--- src/phy_evt_pkg.sv ---
package phy_evt_pkg;

  // bus geometry
  localparam int DATA_W = 32;
  localparam int REG_W = 16;
  localparam int ADDR_W = 8;

  // register indexes; byte address is index times four
  localparam logic [7:0] IDX_CABLE = 8'h1c;
  localparam logic [7:0] IDX_FLAGS = 8'h1d;
  localparam logic [7:0] IDX_ENABLES = 8'h1e;
  localparam logic [7:0] IDX_CLEAR = 8'h20;

  // field layout
  localparam logic [15:0] EVT_MASK = 16'h03fe;
  localparam logic [15:0] REG_ZERO = 16'h0000;
  localparam logic [31:0] WORD_ZERO = 32'h0000_0000;
  localparam int CBL_LSB = 12;
  localparam int CBL_W = 4;
  localparam int RSVD_W = 12;
  localparam logic [3:0] CBL_RST = 4'h0;
  localparam logic [11:0] CBL_RSVD_RST = 12'h800;

  // flag bit positions
  localparam int BIT_PAGE = 1;
  localparam int BIT_PD_FAULT = 2;
  localparam int BIT_ACK = 3;
  localparam int BIT_LINK_DOWN = 4;
  localparam int BIT_RFAULT = 5;
  localparam int BIT_AN_DONE = 6;
  localparam int BIT_ENERGY = 7;
  localparam int BIT_WAKE = 8;
  localparam int BIT_LINK_UP = 9;

  // bus encodings
  localparam logic [1:0] HTRANS_NONSEQ = 2'h2;
  localparam logic [1:0] HTRANS_SEQ = 2'h3;
  localparam logic [2:0] HSIZE_WORD = 3'h2;

  // raw event levels from the phy detectors
  typedef struct packed {
    logic link_status;
    logic wake_event;
    logic energy_detected;
    logic autoneg_done;
    logic remote_fault;
    logic partner_ack;
    logic parallel_fault;
    logic page_received;
  } evt_s;

  localparam int EVT_N = $bits(evt_s);

  // captured address phase
  typedef struct packed {
    logic rd;
    logic wr;
    logic [7:0] addr;
  } addr_phase_s;

endpackage : phy_evt_pkg

--- src/phy_event_flags_and_cable_length.sv ---
`timescale 1ns/10ps
`default_nettype none
// phy event flags, enables and cable length, behind an ahb-lite slave
module phy_event_flags_and_cable_length (
  // clock and reset
  input wire logic mclk_in,
  input wire logic nrst_in,
  // ahb-lite slave
  input wire logic hsel_in,
  input wire logic [phy_evt_pkg::ADDR_W-1:0] haddr_in,
  input wire logic [1:0] htrans_in,
  input wire logic hwrite_in,
  input wire logic [2:0] hsize_in,
  input wire logic [phy_evt_pkg::DATA_W-1:0] hwdata_in,
  input wire logic hready_in,
  output logic [phy_evt_pkg::DATA_W-1:0] hrdata_out,
  output logic hreadyout_out,
  output logic hresp_out,
  // phy detector levels, asynchronous
  input wire phy_evt_pkg::evt_s events_in,
  // cable diagnostic result, same clock
  input wire logic [phy_evt_pkg::CBL_W-1:0] cable_len_in,
  input wire logic link_100tx_in,
  input wire logic cable_fault_in,
  // combined interrupt request
  output logic irq_out
);

  // address match against a register index
  function automatic logic reg_hit(
    input logic [phy_evt_pkg::ADDR_W-1:0] addr,
    input logic [7:0] idx
  );
    reg_hit = (addr == {idx[5:0], 2'b00});
  endfunction : reg_hit

  // synchronised event levels
  phy_evt_pkg::evt_s lvl; // filtered level
  phy_evt_pkg::evt_s lvl_d; // one cycle older

  // register state
  logic [15:0] flags; // sticky event flags
  logic [15:0] enables; // per-source enables
  logic [3:0] cable_est; // cable length estimate
  logic [11:0] cable_rsvd; // reserved cable bits, kept as written
  phy_evt_pkg::addr_phase_s ap; // pending data phase

  // next values
  logic [15:0] next_flags;
  logic [15:0] next_enables;
  logic [11:0] next_cable_rsvd;
  logic [3:0] next_cable_est;
  logic [31:0] next_hrdata;
  phy_evt_pkg::addr_phase_s next_ap;

  // synchroniser for all detector levels
  evt_sync #(
    .W(phy_evt_pkg::EVT_N)
  ) u_sync (
    .mclk_in(mclk_in),
    .nrst_in(nrst_in),
    .async_in(events_in),
    .level_out(lvl)
  );

  // edge detection works on the filtered levels only
  always_ff @(posedge mclk_in or negedge nrst_in) begin
    if (!nrst_in) begin
      lvl_d <= '0;
    end else begin
      lvl_d <= lvl;
    end
  end

  // rising edges of each level, falling edge of the link status level only
  wire phy_evt_pkg::evt_s rise = lvl & ~lvl_d;
  wire logic link_fall = lvl_d.link_status & ~lvl.link_status;

  // event vector at the flag positions
  logic [15:0] evt_vec;
  always_comb begin
    evt_vec = phy_evt_pkg::REG_ZERO;
    evt_vec[phy_evt_pkg::BIT_LINK_UP] = rise.link_status;
    evt_vec[phy_evt_pkg::BIT_WAKE] = rise.wake_event;
    evt_vec[phy_evt_pkg::BIT_ENERGY] = rise.energy_detected;
    evt_vec[phy_evt_pkg::BIT_AN_DONE] = rise.autoneg_done;
    evt_vec[phy_evt_pkg::BIT_RFAULT] = rise.remote_fault;
    evt_vec[phy_evt_pkg::BIT_LINK_DOWN] = link_fall;
    evt_vec[phy_evt_pkg::BIT_ACK] = rise.partner_ack;
    evt_vec[phy_evt_pkg::BIT_PD_FAULT] = rise.parallel_fault;
    evt_vec[phy_evt_pkg::BIT_PAGE] = rise.page_received;
  end

  // only enabled sources may latch a flag
  wire logic [15:0] set_vec = evt_vec & enables & phy_evt_pkg::EVT_MASK;

  // address phase decode
  wire logic trans_ok = (htrans_in == phy_evt_pkg::HTRANS_NONSEQ)
                      || (htrans_in == phy_evt_pkg::HTRANS_SEQ);
  wire logic take = hsel_in && hready_in && trans_ok;
  wire logic rd_take = take && !hwrite_in;
  wire logic wr_take = take && hwrite_in && (hsize_in == phy_evt_pkg::HSIZE_WORD);

  // data phase decode of a pending write
  wire logic wr_en = ap.wr && reg_hit(ap.addr, phy_evt_pkg::IDX_ENABLES);
  wire logic wr_clr = ap.wr && reg_hit(ap.addr, phy_evt_pkg::IDX_CLEAR);
  wire logic wr_cbl = ap.wr && reg_hit(ap.addr, phy_evt_pkg::IDX_CABLE);
  wire logic [15:0] wdat = hwdata_in[15:0];

  // address phase decode of a read
  wire logic hit_cbl = reg_hit(haddr_in, phy_evt_pkg::IDX_CABLE);
  wire logic hit_flags = reg_hit(haddr_in, phy_evt_pkg::IDX_FLAGS);
  wire logic hit_en = reg_hit(haddr_in, phy_evt_pkg::IDX_ENABLES);
  wire logic rd_flags = rd_take && hit_flags;

  // values seen by a read right behind a write, so it is never stale
  wire logic [15:0] en_fwd = wr_en ? (wdat & phy_evt_pkg::EVT_MASK) : enables;
  wire logic [15:0] clr_vec = wr_clr ? wdat : phy_evt_pkg::REG_ZERO;
  wire logic [15:0] flags_fwd = flags & ~clr_vec;
  wire logic [11:0] rsvd_fwd = wr_cbl ? wdat[phy_evt_pkg::RSVD_W-1:0] : cable_rsvd;

  // flags: read clears all, clear register clears some, set wins over both
  wire logic [15:0] rd_clr = rd_flags ? phy_evt_pkg::EVT_MASK : phy_evt_pkg::REG_ZERO;
  assign next_flags = ((flags_fwd & ~rd_clr) | set_vec) & phy_evt_pkg::EVT_MASK;

  // enables: only bits 1..9 are writable, the rest stay zero
  assign next_enables = en_fwd;

  // reserved cable bits are stored, software is expected to write 12'h800
  assign next_cable_rsvd = rsvd_fwd;

  // estimate is only valid on a fault-free 100base-tx link, else zero
  wire logic tx_ok = link_100tx_in && !cable_fault_in;
  assign next_cable_est = tx_ok ? cable_len_in : phy_evt_pkg::CBL_RST;

  // read data is captured at the end of the address phase
  logic [15:0] rd_reg;
  always_comb begin
    rd_reg = phy_evt_pkg::REG_ZERO;
    if (hit_cbl) begin
      rd_reg = {cable_est, rsvd_fwd};
    end else if (hit_flags) begin
      rd_reg = flags_fwd;
    end else if (hit_en) begin
      rd_reg = en_fwd;
    end else begin
      rd_reg = phy_evt_pkg::REG_ZERO; // unmapped and clear register read zero
    end
  end
  assign next_hrdata = rd_take ? {16'h0000, rd_reg} : hrdata_out;

  // pending data phase
  always_comb begin
    next_ap.rd = rd_take;
    next_ap.wr = wr_take;
    next_ap.addr = haddr_in;
  end

  // bus slave state; zero wait states, response always okay
  always_ff @(posedge mclk_in or negedge nrst_in) begin
    if (!nrst_in) begin
      ap <= '0;
      hrdata_out <= phy_evt_pkg::WORD_ZERO;
      hreadyout_out <= 1'b0;
      hresp_out <= 1'b0;
    end else begin
      ap <= next_ap;
      hrdata_out <= next_hrdata;
      hreadyout_out <= 1'b1;
      hresp_out <= 1'b0;
    end
  end

  // register file
  always_ff @(posedge mclk_in or negedge nrst_in) begin
    if (!nrst_in) begin
      flags <= phy_evt_pkg::REG_ZERO;
      enables <= phy_evt_pkg::REG_ZERO;
      cable_rsvd <= phy_evt_pkg::CBL_RSVD_RST;
      cable_est <= phy_evt_pkg::CBL_RST;
    end else begin
      flags <= next_flags;
      enables <= next_enables;
      cable_rsvd <= next_cable_rsvd;
      cable_est <= next_cable_est;
    end
  end

  // interrupt follows the same next values so it lines up with the flags
  always_ff @(posedge mclk_in or negedge nrst_in) begin
    if (!nrst_in) begin
      irq_out <= 1'b0;
    end else begin
      irq_out <= |(next_flags & next_enables);
    end
  end

  // interrupt matches enabled flags in every cycle
  a_irq_level: assert property (
    @(posedge mclk_in) disable iff (!nrst_in)
    irq_out == |(flags & enables)
  ) else $error("irq does not match enabled flags");

  // an enabled event is latched on the next edge
  a_set_latch: assert property (
    @(posedge mclk_in) disable iff (!nrst_in)
    (set_vec != 16'h0000) |=> ((flags & $past(set_vec)) == $past(set_vec))
  ) else $error("enabled event not latched");

  // a masked source never raises a new flag
  a_mask_holds: assert property (
    @(posedge mclk_in) disable iff (!nrst_in)
    1'b1 |=> ((flags & ~$past(flags) & ~$past(enables)) == 16'h0000)
  ) else $error("masked source raised a flag");

  // read of flags returns old value, then clears unless a new event lands
  a_read_clear: assert property (
    @(posedge mclk_in) disable iff (!nrst_in)
    (rd_flags && !wr_clr) |=> (hrdata_out[15:0] == $past(flags))
      && (flags == $past(set_vec))
  ) else $error("flag read did not return and clear");

  // flags stay once set when nothing clears them
  a_flag_sticky: assert property (
    @(posedge mclk_in) disable iff (!nrst_in)
    (!rd_flags && !wr_clr) |=> ((flags & $past(flags)) == $past(flags))
  ) else $error("flag dropped without a clear");

  // link rise and fall reach bits 9 and 4 when enabled
  a_link_up: assert property (
    @(posedge mclk_in) disable iff (!nrst_in)
    ($rose(lvl.link_status) && enables[phy_evt_pkg::BIT_LINK_UP])
      |=> flags[phy_evt_pkg::BIT_LINK_UP]
  ) else $error("link up not flagged");

  a_link_down: assert property (
    @(posedge mclk_in) disable iff (!nrst_in)
    ($fell(lvl.link_status) && enables[phy_evt_pkg::BIT_LINK_DOWN])
      |=> flags[phy_evt_pkg::BIT_LINK_DOWN]
  ) else $error("link down not flagged");

  // reserved bits of flags and enables stay zero
  a_rsvd_zero: assert property (
    @(posedge mclk_in) disable iff (!nrst_in)
    ((flags | enables) & ~phy_evt_pkg::EVT_MASK) == 16'h0000
  ) else $error("reserved bit set");

  // no estimate unless the link is fault-free 100base-tx
  a_cable_gate: assert property (
    @(posedge mclk_in) disable iff (!nrst_in)
    !(link_100tx_in && !cable_fault_in) |=> (cable_est == 4'h0)
  ) else $error("cable estimate shown on unsupported link");

  // enable write lands in one cycle with reserved bits dropped
  a_enable_write: assert property (
    @(posedge mclk_in) disable iff (!nrst_in)
    wr_en |=> (enables == ($past(wdat) & phy_evt_pkg::EVT_MASK))
  ) else $error("enable write not applied");

  // page received reaches bit 1 when enabled
  a_page_flag: assert property (
    @(posedge mclk_in) disable iff (!nrst_in)
    ($rose(lvl.page_received) && enables[phy_evt_pkg::BIT_PAGE])
      |=> flags[phy_evt_pkg::BIT_PAGE]
  ) else $error("page received not flagged");

  // parallel detection fault reaches bit 2 when enabled
  a_pd_fault_flag: assert property (
    @(posedge mclk_in) disable iff (!nrst_in)
    ($rose(lvl.parallel_fault) && enables[phy_evt_pkg::BIT_PD_FAULT])
      |=> flags[phy_evt_pkg::BIT_PD_FAULT]
  ) else $error("parallel detection fault not flagged");

  // partner acknowledge reaches bit 3 when enabled
  a_ack_flag: assert property (
    @(posedge mclk_in) disable iff (!nrst_in)
    ($rose(lvl.partner_ack) && enables[phy_evt_pkg::BIT_ACK])
      |=> flags[phy_evt_pkg::BIT_ACK]
  ) else $error("partner acknowledge not flagged");

  // remote fault reaches bit 5 when enabled
  a_rfault_flag: assert property (
    @(posedge mclk_in) disable iff (!nrst_in)
    ($rose(lvl.remote_fault) && enables[phy_evt_pkg::BIT_RFAULT])
      |=> flags[phy_evt_pkg::BIT_RFAULT]
  ) else $error("remote fault not flagged");

  // auto-negotiation done reaches bit 6 when enabled
  a_an_done_flag: assert property (
    @(posedge mclk_in) disable iff (!nrst_in)
    ($rose(lvl.autoneg_done) && enables[phy_evt_pkg::BIT_AN_DONE])
      |=> flags[phy_evt_pkg::BIT_AN_DONE]
  ) else $error("auto-negotiation done not flagged");

  // energy detected reaches bit 7 when enabled
  a_energy_flag: assert property (
    @(posedge mclk_in) disable iff (!nrst_in)
    ($rose(lvl.energy_detected) && enables[phy_evt_pkg::BIT_ENERGY])
      |=> flags[phy_evt_pkg::BIT_ENERGY]
  ) else $error("energy detect not flagged");

  // wake event reaches bit 8 when enabled
  a_wake_flag: assert property (
    @(posedge mclk_in) disable iff (!nrst_in)
    ($rose(lvl.wake_event) && enables[phy_evt_pkg::BIT_WAKE])
      |=> flags[phy_evt_pkg::BIT_WAKE]
  ) else $error("wake event not flagged");

  // no detector edge means no new flag, so glitches on the bus cannot set one
  a_no_spurious_flag: assert property (
    @(posedge mclk_in) disable iff (!nrst_in)
    (evt_vec == phy_evt_pkg::REG_ZERO)
      |=> ((flags & ~$past(flags)) == 16'h0000)
  ) else $error("flag set without an event");

  // a latched enabled flag raises the interrupt unless an enable write masks it
  a_irq_raise: assert property (
    @(posedge mclk_in) disable iff (!nrst_in)
    ((set_vec != phy_evt_pkg::REG_ZERO) && !wr_en) |=> irq_out
  ) else $error("enabled event did not raise irq");

  // enables move only on an enable write
  a_enable_hold: assert property (
    @(posedge mclk_in) disable iff (!nrst_in)
    !wr_en |=> (enables == $past(enables))
  ) else $error("enables changed without a write");

  // enable read data stands through its data phase
  a_enable_read: assert property (
    @(posedge mclk_in) disable iff (!nrst_in)
    (ap.rd && reg_hit(ap.addr, phy_evt_pkg::IDX_ENABLES))
      |-> (hrdata_out[phy_evt_pkg::REG_W-1:0] == enables)
  ) else $error("enable read data wrong");

  // reserved flag bits read back as zero
  a_flags_rsvd_read: assert property (
    @(posedge mclk_in) disable iff (!nrst_in)
    (ap.rd && reg_hit(ap.addr, phy_evt_pkg::IDX_FLAGS))
      |-> ((hrdata_out[phy_evt_pkg::REG_W-1:0] & ~phy_evt_pkg::EVT_MASK) == 16'h0000)
  ) else $error("reserved flag bit read as one");

  // cable read returns the estimate held at the address phase
  a_cable_read: assert property (
    @(posedge mclk_in) disable iff (!nrst_in)
    (ap.rd && reg_hit(ap.addr, phy_evt_pkg::IDX_CABLE))
      |-> (hrdata_out[phy_evt_pkg::CBL_LSB +: phy_evt_pkg::CBL_W] == $past(cable_est))
  ) else $error("cable read data wrong");

  // estimate follows the diagnostic result on a supported link
  a_cable_follow: assert property (
    @(posedge mclk_in) disable iff (!nrst_in)
    (link_100tx_in && !cable_fault_in) |=> (cable_est == $past(cable_len_in))
  ) else $error("cable estimate does not follow result");

  // written reserved cable bits are kept for read back
  a_rsvd_store: assert property (
    @(posedge mclk_in) disable iff (!nrst_in)
    wr_cbl |=> (cable_rsvd == 12'($past(wdat)))
  ) else $error("reserved cable bits not stored");

endmodule : phy_event_flags_and_cable_length
`default_nettype wire

--- src/evt_sync.sv ---
`timescale 1ns/10ps
`default_nettype none
// three-stage synchroniser with agreement filter
module evt_sync #(
  parameter int W = 8
) (
  // clock and reset
  input wire logic mclk_in,
  input wire logic nrst_in,
  // asynchronous levels in, filtered levels out
  input wire logic [W-1:0] async_in,
  output logic [W-1:0] level_out
);

  logic [W-1:0] s1; // first stage, read only by s2
  logic [W-1:0] s2; // second stage
  logic [W-1:0] s3; // third stage

  // a bit changes only once stages two and three agree
  always_ff @(posedge mclk_in or negedge nrst_in) begin
    if (!nrst_in) begin
      s1 <= '0;
      s2 <= '0;
      s3 <= '0;
      level_out <= '0;
    end else begin
      s1 <= async_in;
      s2 <= s1;
      s3 <= s2;
      level_out <= (s2 & s3) | (level_out & (s2 | s3));
    end
  end

endmodule : evt_sync
`default_nettype wire

--- config.mk ---
export PLATFORM = sky130hd
export DESIGN_NAME = phy_event_flags_and_cable_length
export DESIGN_NICKNAME = d
export VERILOG_FILES = /design/src/phy_evt_pkg.sv /design/src/phy_event_flags_and_cable_length.sv /design/src/evt_sync.sv
export SDC_FILE = /design/constraint.sdc
export NUM_CORES = 1
export LEC_CHECK = 0
export ABC_CLOCK_PERIOD_IN_PS = 3580
export BUFFER_PORTS_ARGS = -buffer_cell sky130_fd_sc_hd__buf_2
export CORE_MARGIN = 2
export CORE_UTILIZATION = 57
export DETAILED_ROUTE_END_ITERATION = 16
export PLACE_DENSITY = 0.95
export SLEW_MARGIN = 30
export SYNTH_ARGS = -nofsm -noshare
export SYNTH_HDL_FRONTEND = slang
export SYNTH_SLANG_ARGS = --single-unit
--- constraint.sdc ---
create_clock -name mclk_in -period 3.58 [get_ports mclk_in]
set_clock_uncertainty 0.1 [all_clocks]
set_input_delay 0.179 -clock mclk_in [delete_from_list [all_inputs] [get_ports mclk_in]]
set_output_delay 0.179 -clock mclk_in [all_outputs]
set_load 0.01 [all_outputs]
==> impl_results.md <==
- Syn Inst Count: 308
- Fraction of the mapped netlist area in compound gates: 9.38%
- Largest net degree at the start of global routing: 39
- Worst path max stage delay: 0.53 ns
- Critical path class: flop to flop
- Mux contribution to synthesized area: 5.25%
- # resized after CTS: 0
- H-tree levels: 3
- Multi-input gate area: 0.00117 mm2
- Max Cap Viol: 0
- Sink Count: 108
- I/O Pins: 99
- Num CTS Buffers: 9
- Clock-pin transition on the worst setup and hold timing paths: 0.10 ns
- Post-synthesis sequential area ratio: 67.1%
- WL per Instance: 16.0 um
- CP max stage cell: nand4_2
- GRT Util Overall: 22.3%
- DP Wirelength: 5340 um
- Initial Utilization: 59.0%
- Routed WL: 8060 um
- Chip width: 88.1 um
- Vias in the first global route: 2,801
- Final cell count without fillers: 503
- Hold WC Path Type: input pin to flop
- Synth area leader: dfrtp_1
- Maximum VDD drop: 0.292 mV
- Final Hold Vio Count: 0
- Min Hold Slack: 0.00814 ns
- Iteration-0 DRC Markers: 273
- Largest cells by area after synthesis: dfrtp_1 (66%), mux2_2 (3.6%), buf_4 (3.2%)
- Crit path launch: ap[2]
- CTS tree: built
- Worst path required time: 3.73 ns
- Post-CTS setup buffer count: 0
- First-pass GRT wire length: 13,000 um
- Number of port buffers: 60
- Critical Path Source Type: flop
- Post-Synth XOR/XNOR Area: 0%
- Synth top cells by count: dfrtp_1 (107), nand2_1 (29), buf_4 (17), o21ai_0 (17), inv_1 (14)
- Grt ovf: 0
- Chip height: 88.1 um
- Flops & latches, synth: 108
- Final TNS setup: 0 ns
- Distinct cells, synth: 44
- DRC violations left: 0
- Fmax: 397 MHz
- Worst Tran Pin Value: 0.612 ns
- Avg Cell Area, Syn: 13.1 um2
- # placed instances: 461
- Drt pass-1 iters: 4
- Main combinational cell family by area after synthesis: simple AND/OR/NAND/NOR gates
- Period utilization: 70.3%
- Via density: 5.34
- Share of cells above drive strength 1: 25.3%
- Initial antenna violation count: 0
- Syn Std Cell Area: 0.00403 mm2
- Count of pins over their slew limit: 0
- Nets: 466
- Remaining antenna violation count after routing: 0
- Clock latency on the worst-skew pair: 0.37 ns
- Reg2reg start: ap[2]
- Clock Tree Buf Depth: 2
- # setup viols final: 0
- Synth top area share: 66.5%
- # diodes: 0
- Static leakage power: 0.00233 uW
- Post-synthesis simple-gate area fraction: 10.9%
- Post-Synth Adder-Cell Area: 1.99%
- Crit path cell chain: nor3_1 -> nand4_2 -> mux2i_1 -> a2bb2oi_1 -> o21ai_1 -> mux2_2
- PwrDens: 447 mW/mm2
- Core ar.: 0.00683 mm2
- Sequential cell area: 0.00270 mm2
- Row count: 30
- Final core utilization: 71.1%
- Hold path start: hready_in
- Slew HR: 59.1%
- Die area: 0.00775 mm2
- Root buffer cell: clkbuf_8
- Vias: 2,687
- Fin crit period: 2.52 ns
- Post-synth top flop: dfrtp_1
- RSZ-0062 raised after global routing: false
- Outcome: finished, final reports clean
- EDFF count, synth: 0
- Crit. End Element: flop
- FFs w/ async S/R, synth: 100%
- Crit path DAT: 2.67 ns
- Worst Path Max Fanout: 18
- Cell with the most instances after synthesis: dfrtp_1
- Layout area overhead: 20.5%
- Fillcell total: 465
- Ys Warns: 0
- RePlAce Congestion: 0.814
[layout by cell type (no fill, tap or decap), types with 2 or more instances in the layout]
cell type | Yosys | final
mux2_2 | 13 | 13
dfrtp_1 | 107 | 107
nand3_1 | 4 | 4
buf_4 | 17 | 6
a2bb2oi_1 | 3 | 3
a221oi_1 | 5 | 5
buf_2 | 2 | 59
nand2_1 | 29 | 29
a31oi_1 | 2 | 2
a21oi_1 | 3 | 3
dlygate4sd3_1 | 0 | 26
o22ai_1 | 6 | 6
clkinv_4 | 0 | 3
nand4_1 | 2 | 2
a22oi_1 | 8 | 8
inv_1 | 14 | 14
o21ai_0 | 17 | 17
clkbuf_8 | 0 | 10
o21ai_1 | 12 | 12
nor2_1 | 8 | 8
and4b_1 | 3 | 3
and2_1 | 11 | 11
nand4b_1 | 2 | 2
mux2i_1 | 5 | 5
maj3_1 | 8 | 8
conb_1 | 2 | 18
[per-stage QoR]
| step | setup WS [ns] | area [um2] | power (uW) |
|---|---|---|---|
| 2_1_floorplan | 1.65 | 4090 | 1370 |
| 3_3_place_gp | 1.19 | 4390 | 1420 |
| 3_5_place_dp | 1.09 | 4390 | 1430 |
| 4_1_cts | 1.07 | 4850 | 2180 |
| 5_1_grt | 0.888 | 4850 | 2240 |
| 6_report | 1.06 | 4850 | 2170 |
[final timing paths]
path / endpoint / slack, ns / cells past startpoint
worst max-delay path: hrdata_out[8] / 1.06 / 6
worst min-delay path: ap[8] / 0.008 / 2
worst max register to register: hrdata_out[8] / 1.06 / 6
worst min register to register: u_sync.s2[6] / 0.24 / 0
max in group asynchronous: cable_rsvd[11] / 2.33 / 3
min in group asynchronous: u_sync.s1[3] / 0.22 / 2
[worst max-delay path, delay by kind of cell (launching register included)]
family | cells | cell delay (ns)
DFF | 1 | 0.42
AOI/OAI and AO/OA | 2 | 0.35
and+or+nand+nor | 2 | 0.80
muxes | 2 | 0.73
[state kept, by name, indices dropped and copies added (netlist names)]
signal and cells:
ap 9, cable_est 4, cable_rsvd 12, enables 16
flags 9, hrdata_out 16, hreadyout_out 1, irq_out 1
lvl_d 8, u_sync.level_out 8, u_sync.s1 8, u_sync.s2 8
u_sync.s3 8
[report_power, final]
part / leakage (uW) / internal, uW / switching [uW]
clock: 0.000103 / 346 / 396
combinational: 0.000947 / 61.9 / 71.0
sequential: 0.00127 / 1270 / 26.7
[per-layer routing]
layer / GRT usage (%) / part of all wire, % / vias up
met2: 36.5 / 52 / 111
li1: - / - / 1229
met5: 0 / 0 / -
met3: 4.52 / 5.5 / 15
met4: 12.3 / 2.3 / 0
met1: 28.2 / 41 / 1332
[cell type report]
cell class,count,area share [%]
Sequential cell,108,55.7
Multi-Input combinational cell,178,24.2
Tap cell,96,2.47
Clock inverter,5,1.26
Inverter,14,1.08
Clock buffer,11,2.91
Timing Repair Buffer,91,12.4
[kinds of logic (layout without fill, tap and decap cells)]
family	Yosys count	after routing
simple gates	73	73
other cells	2	18
fa+ha+maj	8	8
buf+inv	38	121
mux	19	19
compound gates	60	60
flops	108	108
[timing repair]
item / in CTS / in global routing
endpoints found under the setup margin: 0 / 0
endpoints found under the hold margin: 58 / 0
hold buffers: 26 / 0
(Power assumes the default switching activity.)
